**src/pkg/ccdfe_defines.vh**
```
// Constants for the sensor front end serial control block
`ifndef CCDFE_DEFINES_VH
`define CCDFE_DEFINES_VH
// ==========================================================
// Clock
`define CCDFE_CLK_MHZ 10
// ==========================================================
// APB register byte offsets
`define CCDFE_OFF_WORD 8'h00
`define CCDFE_OFF_GAIN 8'h04
`define CCDFE_OFF_CLAMP 8'h08
`define CCDFE_OFF_CONFIG 8'h0c
`define CCDFE_OFF_ENABLE 8'h10
`define CCDFE_OFF_SAMPLE 8'h14
`define CCDFE_OFF_LEVELS 8'h18
// ==========================================================
// Serial word layout: address nibble, 10-bit payload
`define CCDFE_WADDR_MSB 15
`define CCDFE_WADDR_LSB 12
`define CCDFE_WDATA_MSB 9
`define CCDFE_WADDR_GAIN 4'h0
`define CCDFE_WADDR_CLAMP 4'h1
`define CCDFE_WADDR_CONFIG 4'h2
// Config field positions
`define CCDFE_CFG_POL 0
`define CCDFE_CFG_DLY_LSB 1
`define CCDFE_CFG_DLY_MSB 2
// ==========================================================
// Reset values
`define CCDFE_RST_GAIN 10'h040
`define CCDFE_RST_CLAMP 10'h3e8
`define CCDFE_RST_CONFIG 3'h0
`define CCDFE_RST_ENABLE 1'h1
// Pin synchroniser idle levels: strobe and the three pulses sit high, clocks low
`define CCDFE_RST_PINS 6'h3a
// ==========================================================
// Timing
`define CCDFE_WORD_BITS 16
`define CCDFE_LATENCY 9
`define CCDFE_DLY01_NS 5
`define CCDFE_DLY10_NS 10
`define CCDFE_DLY11_NS 13
// ==========================================================
// Gain points in tenths of a dB, and clamp points in output codes
`define CCDFE_GPT_MAX 10'h3ff
`define CCDFE_GPT_HIGH 10'h348
`define CCDFE_GPT_MED 10'h220
`define CCDFE_GPT_LOW 10'h040
`define CCDFE_GDB_MAX 420
`define CCDFE_GDB_HIGH 340
`define CCDFE_GDB_MED 200
`define CCDFE_GDB_LOW 0
`define CCDFE_GDB_MIN (-60)
`define CCDFE_CLP_KNEE 1000
`define CCDFE_CLP_MIN 2
`define CCDFE_CLP_KNEEV 130
`define CCDFE_CLP_MAX 242
`endif

```
**src/verilog/ccdfe_serial_control.v**
```verilog
// Serial control, sample pulse polarity and fixed-latency output pipe
`timescale 1ns/1ps
`include "ccdfe_defines.vh"
module ccdfe_serial_control #(
   parameter DATA_W = 10,
   parameter LATENCY = `CCDFE_LATENCY
) (
   input wire core_clk,
   input wire rst_b,
   input wire psel,
   input wire penable,
   input wire pwrite,
   input wire [7:0] paddr,
   input wire [31:0] pwdata,
   output wire [31:0] prdata,
   output wire pready,
   output wire pslverr,
   input wire serialClk,
   input wire serialData,
   input wire wordLoadStrobe_b,
   input wire converterClock,
   input wire referenceSamplePulse,
   input wire dataSamplePulse,
   input wire blackClampPulse,
   input wire [DATA_W-1:0] sampleIn,
   output reg [DATA_W-1:0] pixelOut,
   output reg pixelValid,
   output reg clampActive,
   output reg [9:0] gainCode,
   output reg signed [10:0] gainTenthDb,
   output reg [7:0] clampTarget
);
   // ==========================================================
   // Derived delay counts, least times rounded up, at least one cycle
   localparam integer D1 = (`CCDFE_DLY01_NS * `CCDFE_CLK_MHZ + 999) / 1000;
   localparam integer D2 = (`CCDFE_DLY10_NS * `CCDFE_CLK_MHZ + 999) / 1000;
   localparam integer D3 = (`CCDFE_DLY11_NS * `CCDFE_CLK_MHZ + 999) / 1000;
   localparam integer DMAX = (D3 > D2) ? ((D3 > D1) ? D3 : D1) : ((D2 > D1) ? D2 : D1);

   // ==========================================================
   // Pin synchronisers
   reg [5:0] pinMeta;
   reg [5:0] pinSync;
   reg [5:0] pinLast;
   reg [DATA_W-1:0] sampleMeta;
   reg [DATA_W-1:0] sampleSync;
   // Reset to the idle pin levels, so no false strobe edge follows reset
   always @(posedge core_clk or negedge rst_b) begin
      if (!rst_b) begin
         pinMeta <= `CCDFE_RST_PINS;
         pinSync <= `CCDFE_RST_PINS;
         pinLast <= `CCDFE_RST_PINS;
         sampleMeta <= {DATA_W{1'b0}};
         sampleSync <= {DATA_W{1'b0}};
      end else begin
         pinMeta <= {blackClampPulse, dataSamplePulse, referenceSamplePulse, converterClock,
                     wordLoadStrobe_b, serialClk};
         pinSync <= pinMeta;
         pinLast <= pinSync;
         sampleMeta <= sampleIn;
         sampleSync <= sampleMeta;
      end
   end
   wire sclkRise = pinSync[0] & ~pinLast[0];
   wire strobeLow = ~pinSync[1];
   wire strobeRise = pinSync[1] & ~pinLast[1];
   wire convRise = pinSync[2] & ~pinLast[2];

   // Serial data needs its own synchroniser, same depth as the serial clock
   reg serialDataMeta;
   reg serialDataSync;
   always @(posedge core_clk or negedge rst_b) begin
      if (!rst_b) begin
         serialDataMeta <= 1'b0;
         serialDataSync <= 1'b0;
      end else begin
         serialDataMeta <= serialData;
         serialDataSync <= serialDataMeta;
      end
   end

   // ==========================================================
   // Serial shift register and control latch
   reg [15:0] shift_reg;
   reg [15:0] word_reg;
   reg [9:0] clamp_reg;
   reg [2:0] config_reg;
   reg enable_reg;
   reg [7:0] bitCnt_reg;
   always @(posedge core_clk or negedge rst_b) begin
      if (!rst_b) begin
         shift_reg <= 16'h0000;
         word_reg <= 16'h0000;
         bitCnt_reg <= 8'h00;
      end else if (strobeLow && sclkRise) begin
         // Older bits fall off the top, the last sixteen remain
         shift_reg <= {shift_reg[14:0], serialDataSync};
         if (bitCnt_reg != 8'hff)
            bitCnt_reg <= bitCnt_reg + 8'h01;
      end else if (strobeRise) begin
         word_reg <= shift_reg;
         bitCnt_reg <= 8'h00;
      end
   end

   // ==========================================================
   // APB slave, zero wait states
   wire apbWr = psel & penable & pwrite;
   wire [3:0] wAddr = shift_reg[`CCDFE_WADDR_MSB:`CCDFE_WADDR_LSB];
   wire [9:0] wData = shift_reg[`CCDFE_WDATA_MSB:0];
   reg [31:0] rdMux;
   reg hit;
   always @(posedge core_clk or negedge rst_b) begin
      if (!rst_b) begin
         gainCode <= `CCDFE_RST_GAIN;
         clamp_reg <= `CCDFE_RST_CLAMP;
         config_reg <= `CCDFE_RST_CONFIG;
         enable_reg <= `CCDFE_RST_ENABLE;
      end else if (strobeRise) begin
         // Serial load wins over a bus write in the same cycle
         case (wAddr)
            `CCDFE_WADDR_GAIN: gainCode <= wData;
            `CCDFE_WADDR_CLAMP: clamp_reg <= wData;
            `CCDFE_WADDR_CONFIG: config_reg <= wData[2:0];
            default: ;
         endcase
      end else if (apbWr) begin
         case (paddr)
            `CCDFE_OFF_GAIN: gainCode <= pwdata[9:0];
            `CCDFE_OFF_CLAMP: clamp_reg <= pwdata[9:0];
            `CCDFE_OFF_CONFIG: config_reg <= pwdata[2:0];
            `CCDFE_OFF_ENABLE: enable_reg <= pwdata[0];
            default: ;
         endcase
      end
   end
   always @* begin
      rdMux = 32'h0000_0000;
      hit = 1'b1;
      case (paddr)
         `CCDFE_OFF_WORD: rdMux = {8'h00, bitCnt_reg, word_reg};
         `CCDFE_OFF_GAIN: rdMux = {22'h000000, gainCode};
         `CCDFE_OFF_CLAMP: rdMux = {22'h000000, clamp_reg};
         `CCDFE_OFF_CONFIG: rdMux = {29'h00000000, config_reg};
         `CCDFE_OFF_ENABLE: rdMux = {31'h00000000, enable_reg};
         `CCDFE_OFF_SAMPLE: rdMux = {21'h000000, pixelValid, pixelOut};
         `CCDFE_OFF_LEVELS: rdMux = {5'h00, gainTenthDb, 8'h00, clampTarget};
         default: hit = 1'b0;
      endcase
   end
   assign prdata = (psel & ~pwrite) ? rdMux : 32'h0000_0000;
   assign pready = 1'b1;
   assign pslverr = psel & penable & ~hit;

   // ==========================================================
   // Gain in tenths of a dB, piecewise linear through the set points
   // Full integer width, cut to the output width on purpose below
   reg signed [31:0] gTmp;
   always @* begin
      if (gainCode >= `CCDFE_GPT_HIGH)
         gTmp = `CCDFE_GDB_HIGH + ($signed({12'h000, gainCode - `CCDFE_GPT_HIGH}) *
                (`CCDFE_GDB_MAX - `CCDFE_GDB_HIGH)) / (`CCDFE_GPT_MAX - `CCDFE_GPT_HIGH);
      else if (gainCode >= `CCDFE_GPT_MED)
         gTmp = `CCDFE_GDB_MED + ($signed({12'h000, gainCode - `CCDFE_GPT_MED}) *
                (`CCDFE_GDB_HIGH - `CCDFE_GDB_MED)) / (`CCDFE_GPT_HIGH - `CCDFE_GPT_MED);
      else if (gainCode >= `CCDFE_GPT_LOW)
         gTmp = `CCDFE_GDB_LOW + ($signed({12'h000, gainCode - `CCDFE_GPT_LOW}) *
                (`CCDFE_GDB_MED - `CCDFE_GDB_LOW)) / (`CCDFE_GPT_MED - `CCDFE_GPT_LOW);
      else
         gTmp = `CCDFE_GDB_MIN + ($signed({12'h000, gainCode}) *
                (`CCDFE_GDB_LOW - `CCDFE_GDB_MIN)) / `CCDFE_GPT_LOW;
   end

   // Clamp target: code 1000 lands on 130, full scale on 242
   reg [31:0] cTmp;
   always @* begin
      if (clamp_reg <= `CCDFE_CLP_KNEE)
         cTmp = `CCDFE_CLP_MIN + ({12'h000, clamp_reg} * (`CCDFE_CLP_KNEEV - `CCDFE_CLP_MIN)) /
                `CCDFE_CLP_KNEE;
      else
         cTmp = `CCDFE_CLP_KNEEV + ({12'h000, clamp_reg - 10'd1000} *
                (`CCDFE_CLP_MAX - `CCDFE_CLP_KNEEV)) / (1023 - `CCDFE_CLP_KNEE);
   end
   always @(posedge core_clk or negedge rst_b) begin
      if (!rst_b) begin
         gainTenthDb <= 11'sh000;
         clampTarget <= 8'h00;
      end else begin
         gainTenthDb <= gTmp[10:0];
         clampTarget <= cTmp[7:0];
      end
   end

   // ==========================================================
   // Sample capture and fixed-latency pipe on converter clock edges
   wire activeHigh = config_reg[`CCDFE_CFG_POL];
   wire refAct = pinSync[3] ^ ~activeHigh;
   wire datAct = pinSync[4] ^ ~activeHigh;
   wire clpAct = pinSync[5] ^ ~activeHigh;
   reg datLast_reg;
   reg refSeen_reg;
   reg [DATA_W-1:0] held_reg;
   reg heldValid_reg;
   reg [DATA_W-1:0] pipe_reg [0:LATENCY-1];
   reg [LATENCY-1:0] pipeVld_reg;
   // Pipe tail is read one cycle after the converter rise that filled it
   reg convRiseD_reg;
   integer i;
   always @(posedge core_clk or negedge rst_b) begin
      if (!rst_b) begin
         datLast_reg <= 1'b0;
         refSeen_reg <= 1'b0;
         held_reg <= {DATA_W{1'b0}};
         heldValid_reg <= 1'b0;
         pipeVld_reg <= {LATENCY{1'b0}};
         convRiseD_reg <= 1'b0;
         for (i = 0; i < LATENCY; i = i + 1)
            pipe_reg[i] <= {DATA_W{1'b0}};
      end else begin
         datLast_reg <= datAct;
         convRiseD_reg <= convRise;
         // Only a data pulse after a finished reference pulse counts
         if (refAct)
            refSeen_reg <= 1'b1;
         else if (datAct && !datLast_reg)
            refSeen_reg <= 1'b0;
         if (datAct && !datLast_reg && refSeen_reg && !refAct && enable_reg) begin
            held_reg <= sampleSync;
            heldValid_reg <= 1'b1;
         end else if (convRise) begin
            heldValid_reg <= 1'b0;
         end
         if (convRise) begin
            pipe_reg[0] <= held_reg;
            pipeVld_reg <= {pipeVld_reg[LATENCY-2:0], heldValid_reg};
            for (i = 1; i < LATENCY; i = i + 1)
               pipe_reg[i] <= pipe_reg[i-1];
         end
      end
   end

   // ==========================================================
   // Extra output delay, whole core cycles
   reg [DATA_W:0] dly_reg [0:DMAX];
   reg [1:0] dSel;
   integer dIdx;
   always @* begin
      dSel = config_reg[`CCDFE_CFG_DLY_MSB:`CCDFE_CFG_DLY_LSB];
      case (dSel)
         2'h1: dIdx = D1;
         2'h2: dIdx = D2;
         2'h3: dIdx = D3;
         default: dIdx = 0;
      endcase
   end
   always @(posedge core_clk or negedge rst_b) begin
      if (!rst_b) begin
         for (i = 0; i <= DMAX; i = i + 1)
            dly_reg[i] <= {(DATA_W+1){1'b0}};
         pixelOut <= {DATA_W{1'b0}};
         pixelValid <= 1'b0;
         clampActive <= 1'b0;
      end else begin
         // Ninth rise fills the tail; without the delayed strobe a tenth would be needed
         dly_reg[0] <= {pipeVld_reg[LATENCY-1] & convRiseD_reg, pipe_reg[LATENCY-1]};
         for (i = 1; i <= DMAX; i = i + 1)
            dly_reg[i] <= dly_reg[i-1];
         pixelOut <= dly_reg[dIdx][DATA_W-1:0];
         pixelValid <= dly_reg[dIdx][DATA_W];
         clampActive <= clpAct & enable_reg;
      end
   end
endmodule // ccdfe_serial_control
```
**config.mk**
```make
export PLATFORM = sky130hd
export DESIGN_NAME = ccdfe_serial_control
export DESIGN_NICKNAME = d
export VERILOG_FILES = /design/src/verilog/ccdfe_serial_control.v
export VERILOG_INCLUDE_DIRS = /design/src /design/src/pkg
export SDC_FILE = /design/constraint.sdc
export NUM_CORES = 1
export LEC_CHECK = 0
export BUFFER_PORTS_ARGS = -buffer_cell sky130_fd_sc_hd__buf_2
export CORE_MARGIN = 2
export CORE_UTILIZATION = 50
export DETAILED_ROUTE_END_ITERATION = 7
export PLACE_DENSITY = 0.69
export SYNTH_ARGS = -nofsm -noshare
export SYNTH_HDL_FRONTEND = slang
export SYNTH_SLANG_ARGS = --single-unit
```
**constraint.sdc**
```tcl
create_clock -name core_clk -period 10.6 [get_ports core_clk]
set_input_delay 2.65 -clock core_clk [delete_from_list [all_inputs] [get_ports core_clk]]
set_output_delay 2.65 -clock core_clk [all_outputs]
set_load 0.02 [all_outputs]
```
[Yosys cells after proc, flatten, opt, wreduce, memory -nomap -nowiden]
Cells that the tools add are included.
Cells by class
  add/subtract/negate cells: 10
  order comparisons: 5
  reduce and logical (&&, ||, !) cells: 24
  div/mod/pow operators: 5
  eq/ne operators: 16
  shift-type cells: 0
  mux-type cells: 30
  bitwise logic cells: 22
  multipliers: 5
Operators with widths (count)
  27-bit one-hot mux with 7 select lines: 1
  10-bit 2-to-1 mux: 8
  11-bit 2-to-1 mux: 6
  18-bit by 9-bit divider with 32-bit output (second input constant): 2
  17-bit by 10-bit divider with 32-bit output (second input constant): 1
  17-bit by 5-bit divider with 32-bit output (second input constant): 1
  17-bit by 8-bit divider with 32-bit output (second input constant): 1
  32-bit by 2-bit >= comparator with 1-bit output (second input constant): 1
  32-bit 2-to-1 mux: 1
  8-bit 2-to-1 mux: 4
  1-bit NOT with 32-bit output: 1
  10-bit subtractor (second input constant): 3
  10-bit by 3-bit multiplier with 13-bit output (second input constant): 2
  8-bit by 5-bit equality test with 1-bit output (second input constant): 3
  10-bit >= comparator (second input constant): 2
  8-bit by 4-bit equality test with 1-bit output (second input constant): 2
  10-bit by 6-bit multiplier with 16-bit output (second input constant): 1
  10-bit by 5-bit multiplier with 15-bit output (second input constant): 1
  10-bit by 4-bit multiplier with 14-bit output (second input constant): 1
  2-bit nonzero test: 7
  3-bit 2-to-1 mux: 4
  3-bit AND reduction: 4
  7-bit by 11-bit adder with 11-bit output (first input constant): 1
  8-bit by 11-bit adder with 11-bit output (first input constant): 1
  other kinds (25): 58
Storage, ports and cells
  memories kept: 0
  bits in latches: 0
  bits in writable memories: 0
  word-level logic and storage cells: 153
  bits in read-only memories: 0
  flip-flop bits (word level): 267

[Depth between registers and ports, before layout]
  word-level depth: 7
  mapped depth: 54
  depth with buffers taken out: 47

[Least setup slack after synthesis]
No wires, ideal clock.
  kind: register -> register
  start point: register gainCode[3]
  end point: register gainTenthDb[0]
  path slack: -1320 ps
  buffers on the path: 4
  required time: 10514 ps
  data arrival time: 11834 ps
  library setup time: 86 ps
  cell stages (with the launch flop): 50
  path through: dfrtp_1 -> inv_1 -> ha_1 -> nor2b_1 -> o22ai_1 -> xnor2_1 -> inv_1 -> ha_1 -> ha_1 -> or3_1 -> o31ai_4 -> xnor2_1 -> nand2_1 -> or3_1 -> nand3_1 -> nor3_2 -> nor3_4 -> mux2i_4 -> [14 not listed] -> and2_1 -> buf_6 -> a211o_1 -> and2_4 -> buf_6 -> clkinv_1 -> xnor2_1 -> ha_1 -> and4_1 -> nor3_1 -> nand2b_1 -> clkbuf_1 -> nor2_1 -> o311ai_0 -> or2_1 -> a21oi_1 -> or4_1 -> a32oi_1
On the way
  word-level cells in the longest chain between the ends: 6
  elaborated cells on any way between the ends: 19
  classes of those cells: add/sub (6); mul (4); div (3); order compare (3); mux (3)
Ends and longest elaborated chain
  start, declared: line ccdfe_serial_control.v:29  | output reg [9:0] gainCode,
  start signal, assigned: line ccdfe_serial_control.v:115  | gainCode <= `CCDFE_RST_GAIN;
  start signal, assigned: line ccdfe_serial_control.v:122  | `CCDFE_WADDR_GAIN: gainCode <= wData;
  start signal, assigned: line ccdfe_serial_control.v:129  | `CCDFE_OFF_GAIN: gainCode <= pwdata[9:0];
  10-bit subtractor (no source line) or 10-bit by 7-bit subtractor with 10-bit output (tied branches)
  10-bit by 6-bit multiplier with 16-bit output or 10-bit by 5-bit multiplier with 15-bit output (tied branches): line ccdfe_serial_control.v:164, ccdfe_serial_control.v:167
  18-bit by 9-bit divider with 32-bit output, on equally long branches: line ccdfe_serial_control.v:164, ccdfe_serial_control.v:167
  8-bit by 11-bit adder with 11-bit output (no source line) or 11-bit 2-to-1 mux (tied branches)
  11-bit 2-to-1 mux: line ccdfe_serial_control.v:163  | else if (gainCode >= `CCDFE_GPT_MED)
  11-bit 2-to-1 mux (*): line ccdfe_serial_control.v:160  | if (gainCode >= `CCDFE_GPT_HIGH)
  via gTmp[0]: line ccdfe_serial_control.v:158  | reg signed [31:0] gTmp;
  end signal, assigned: line ccdfe_serial_control.v:189  | gainTenthDb <= gTmp[10:0];
  end, declared: line ccdfe_serial_control.v:30  | output reg signed [10:0] gainTenthDb,
Mark *: on every way through the listed nets, which the timed path passes. The rest lies on a longest branch.
A chain may end at the register's enable or synchronous reset.

[Final worst setup path]
  start point: register gainCode[6]
  end point: register gainTenthDb[0]
Same word-level chain as after synthesis.

==> Implementation_results.wiki <==
{| class="wikitable"
! Metric !! Value
|-
| Run status || complete, no violations
|-
| Via count of the first global-routing pass || 26947
|-
| Fraction of layout cells with a size suffix above 1 || between 20% and 30%
|-
| Placeable Area || 0.05639 sq mm
|-
| R2R depth || 48
|-
| Post-route setup TNS || 0 ps
|-
| Flop2flop setup slack || around 83 ps
|-
| Hold path endpoint || sampleSync[1]
|-
| Dominant register cell in the synthesized netlist || sky130_fd_sc_hd__dfrtp_1
|-
| Core utilization of the finished layout || 65.73%
|-
| Commonest cells after routing, fill and taps aside || sky130_fd_sc_hd__nand2_1 (650), sky130_fd_sc_hd__buf_4 (617), sky130_fd_sc_hd__dfrtp_1 (243), sky130_fd_sc_hd__nor2_1 (242), sky130_fd_sc_hd__a21oi_1 (157)
|-
| Max FFs per register || 90
|-
| Synth Instances || roughly 3700
|-
| Worst-case headroom to the max-slew limit || 16.90%
|-
| Endpoint of the lowest-slack register-to-register path || gainTenthDb[0]
|-
| Weighted congestion at the end of routability-driven global placement || 0.9335
|-
| Arrival time at the worst endpoint || about 11000 ps
|-
| Antenna violations before repair || 3
|-
| Worst stage delay on the critical path || about 650 ps
|-
| Final WL || 85730 um
|-
| Number of synthesized flops with an enable pin || 0
|-
| Yosys warnings || 0
|-
| Total standard cell area after synthesis || 0.02848 sq mm
|-
| Clock tree from TritonCTS || built
|-
| FFs w/ async S/R, synth || 100.0%
|-
| CTS Root Buffer Type || sky130_fd_sc_hd__clkbuf_16
|-
| Total half-perimeter wirelength after legalization and detailed placement || ~65000 um
|-
| Buffers from clock root to sink, at most || 3
|-
| Max-slew violation total from the final report || 0
|-
| Final antenna-violating net count || 0
|-
| Origin of the critical flop-to-flop path || gainCode[6]
|-
| Sequential element share of the synthesized area || a little under a quarter
|-
| Total number of placement rows || 87
|-
| Total of fill cells in the finished design || 4829
|-
| Via density || 5.903
|-
| Setup repair after global routing missed its margin || true
|-
| Most common library cell in the layout ignoring fill and taps || sky130_fd_sc_hd__nand2_1
|-
| Origin of the worst min-delay path || sampleMeta[1]
|-
| Dominant cell type by count on the critical path || sky130_fd_sc_hd__buf_4
|-
| Iteration-0 DRC count of the detailed router || 2462
|-
| Vias || approximately 30000
|-
| Crit-path max FO || 8
|-
| Antenna Diode Count || 0
|-
| Length of the first detailed-routing pass in iterations || 6
|-
| Cell count of the worst hold path || 0
|-
| Average instance area after synthesis || 7.800 sq um
|-
| Chip height || between 200 and 250 um
|-
| Effective utilization at floorplan || 50.50%
|-
| Post-route worst setup slack || 83.23 ps
|-
| Transition time at the pin with the least slew margin || around 1200 ps
|-
| Setup Skew || 13.75 ps
|-
| Post-detailed-route DRC marker count || 0
|-
| Wire length of the first global-routing pass || 134300 um
|-
| Count of state elements after synthesis || 267
|-
| Worst hold path type || reg -> reg
|-
| # setup viols final || 0
|-
| Area Overhead vs Synth || 30.16%
|-
| Total I/O pin count || 137
|-
| Net total in the final layout || around 4500
|-
| Fmax || around 0.095 GHz
|-
| Total clock buffers created by CTS || 25
|-
| Count of H-tree levels built during CTS || 1
|-
| Count of unique library cells instantiated by Yosys || 134
|-
| Worst Path Required || 11000 ps
|-
| X dimension of the die || 242.6 um
|-
| Floorplan die area || just under 0.06 sq mm
|-
| Placement Setup Slack || -276.7 ps
|-
| Kind of end point of the critical path || flip-flop
|-
| Critical Setup Path Class || reg -> reg
|-
| Crit share post-route || roughly 100%
|-
| Worst skew pair latency || 550 ps
|-
| Number of hold-slack violations in the final timing report || 0
|-
| Total area of sequential cells || ~0.0067 sq mm
|-
| Area used by multi-input combinational logic || ~0.023 sq mm
|-
| Max-capacitance violation count || 0
|-
| Number of buffers inserted by port buffering || roughly 110
|-
| Critical Path Start Type || flip-flop
|-
| Critical-path cell with the highest stage delay || sky130_fd_sc_hd__dfstp_4
|-
| Clock transition at path regs || 70 ps
|-
| Tot GR Track Use || 26.89%
|-
| Minimum period implied by the final worst setup slack || 10520 ps
|-
| Number of clock sinks || approximately 270
|-
| Routed wirelength normalized by instance count || 17.01 um
|-
| Total global routing overflow || 0
|-
| Pin count of the biggest net entering global routing || 129
|}
## final cells by class
cell class	instances	area share [%]
Tap cell	756	2.552
Sequential cell	267	18.12
Timing Repair Buffer	737	14.40
Clock buffer	38	1.900
Inverter	139	1.458
Multi-Input combinational cell	3095	61.40
Clock inverter	8	0.1755
## per-layer routing
layer | global-route usage [%] | up-vias | wire, um | share of wire [%]
li1 | - | 14584 | - | -
met1 | 38.24 | 14186 | 39250 | 46
met2 | 44.19 | 827 | 39950 | 47
met3 | 3.251 | 149 | 4814 | 5.6
met4 | 5.161 | 4 | 1699 | 2.0
met5 | 0 | - | 23 | 0.027
## timing repair
item                                    4_1_cts  5_1_grt
pin swaps                                     2      119
hold endpoints to repair                      0        0
gates resized for setup                      22      351
endpoints found under the setup margin        7       15
setup buffers                                 1       71
hold buffers                                  0        0
gates cloned                                  0        1
## cell families (layout without fill, tap and decap cells)
logic type               count (synthesis)  in the layout  synth area share [%]
AND/OR/NAND/NOR                       1522           1522                 25.32
AO/OA/AOI/OAI                         1007           1007                 25.45
buffers and inverters                  293            922                 4.170
flip-flops                             267            267                 23.54
XOR/XNOR                               254            254                 7.891
adder cells (fa/ha/maj)                196            196                 9.403
multiplexers                           110            110                 4.201
other                                    2              6               0.02637
## through the flow
| stage | instances | instance area, sq um | hold slack, ps |
|---|---|---|---|
| detailed placement | 4921 | 33910 | 334.7 |
| floorplan | 3655 | 28880 | 331.2 |
| global placement | 4921 | 33910 | 333.0 |
| CTS | 4968 | 34770 | 348.7 |
| global route | 5040 | 37070 | 354.0 |
| finish | 5040 | 37070 | 347.1 |
## synth_stat cells (all sizes together), types with 14 or more instances
library cell	count	share of area [%]
nand2	659	8.7
nor2	261	3.5
dfrtp	250	22
a21oi	195	3.6
xnor2	188	5.8
o21ai	187	3.3
ha	154	6.8
inv	136	1.8
nor3	128	2.4
clkbuf	118	1.6
nand3	105	1.8
xor2	66	2.1
mux2i	60	2.2
a211oi	56	1.5
and3	52	1.1
mux2	50	2.0
o211ai	47	1.3
a31oi	45	1.1
a21o	44	1.2
a22oi	42	1.1
o21a	41	1.1
or2	41	0.90
or3	41	0.97
o31ai	39	1.1
and2	38	0.84
buf	36	0.78
fa	33	2.3
nor4	33	0.75
nand2b	31	0.71
o22ai	26	0.59
nand4	24	0.53
nor2b	24	0.53
o2111ai	23	0.73
a211o	20	0.62
nor3b	19	0.52
a221oi	18	0.60
a311oi	18	0.66
dfstp	17	1.6
a21boi	16	0.42
or4	16	0.45
o311ai	15	0.61
and4	14	0.43
## worst max path at each step
stage,slack (ps),end,start
floorplan,-120,gainTenthDb[0],gainCode[6]
global placement,-220,gainTenthDb[0],gainCode[2]
detailed placement,-280,gainTenthDb[0],gainCode[2]
CTS,-20,gainTenthDb[0],gainCode[6]
global route,-270,gainTenthDb[0],gainCode[6]
finish,80,gainTenthDb[0],gainCode[6]
## worst max-delay path, delay by kind of cell (launching register included)
kind | cells | cell delay (ps)
buf+inv | 8 | 1060
mux | 3 | 970
xor+xnor | 5 | 770
fa+ha+maj | 5 | 990
flops | 1 | 650
compound gates | 13 | 2720
simple gates | 14 | 3200
Power is left out: the tool's default activity adds up to more than one toggle a clock period on the data nets, which glitch-free logic cannot reach.
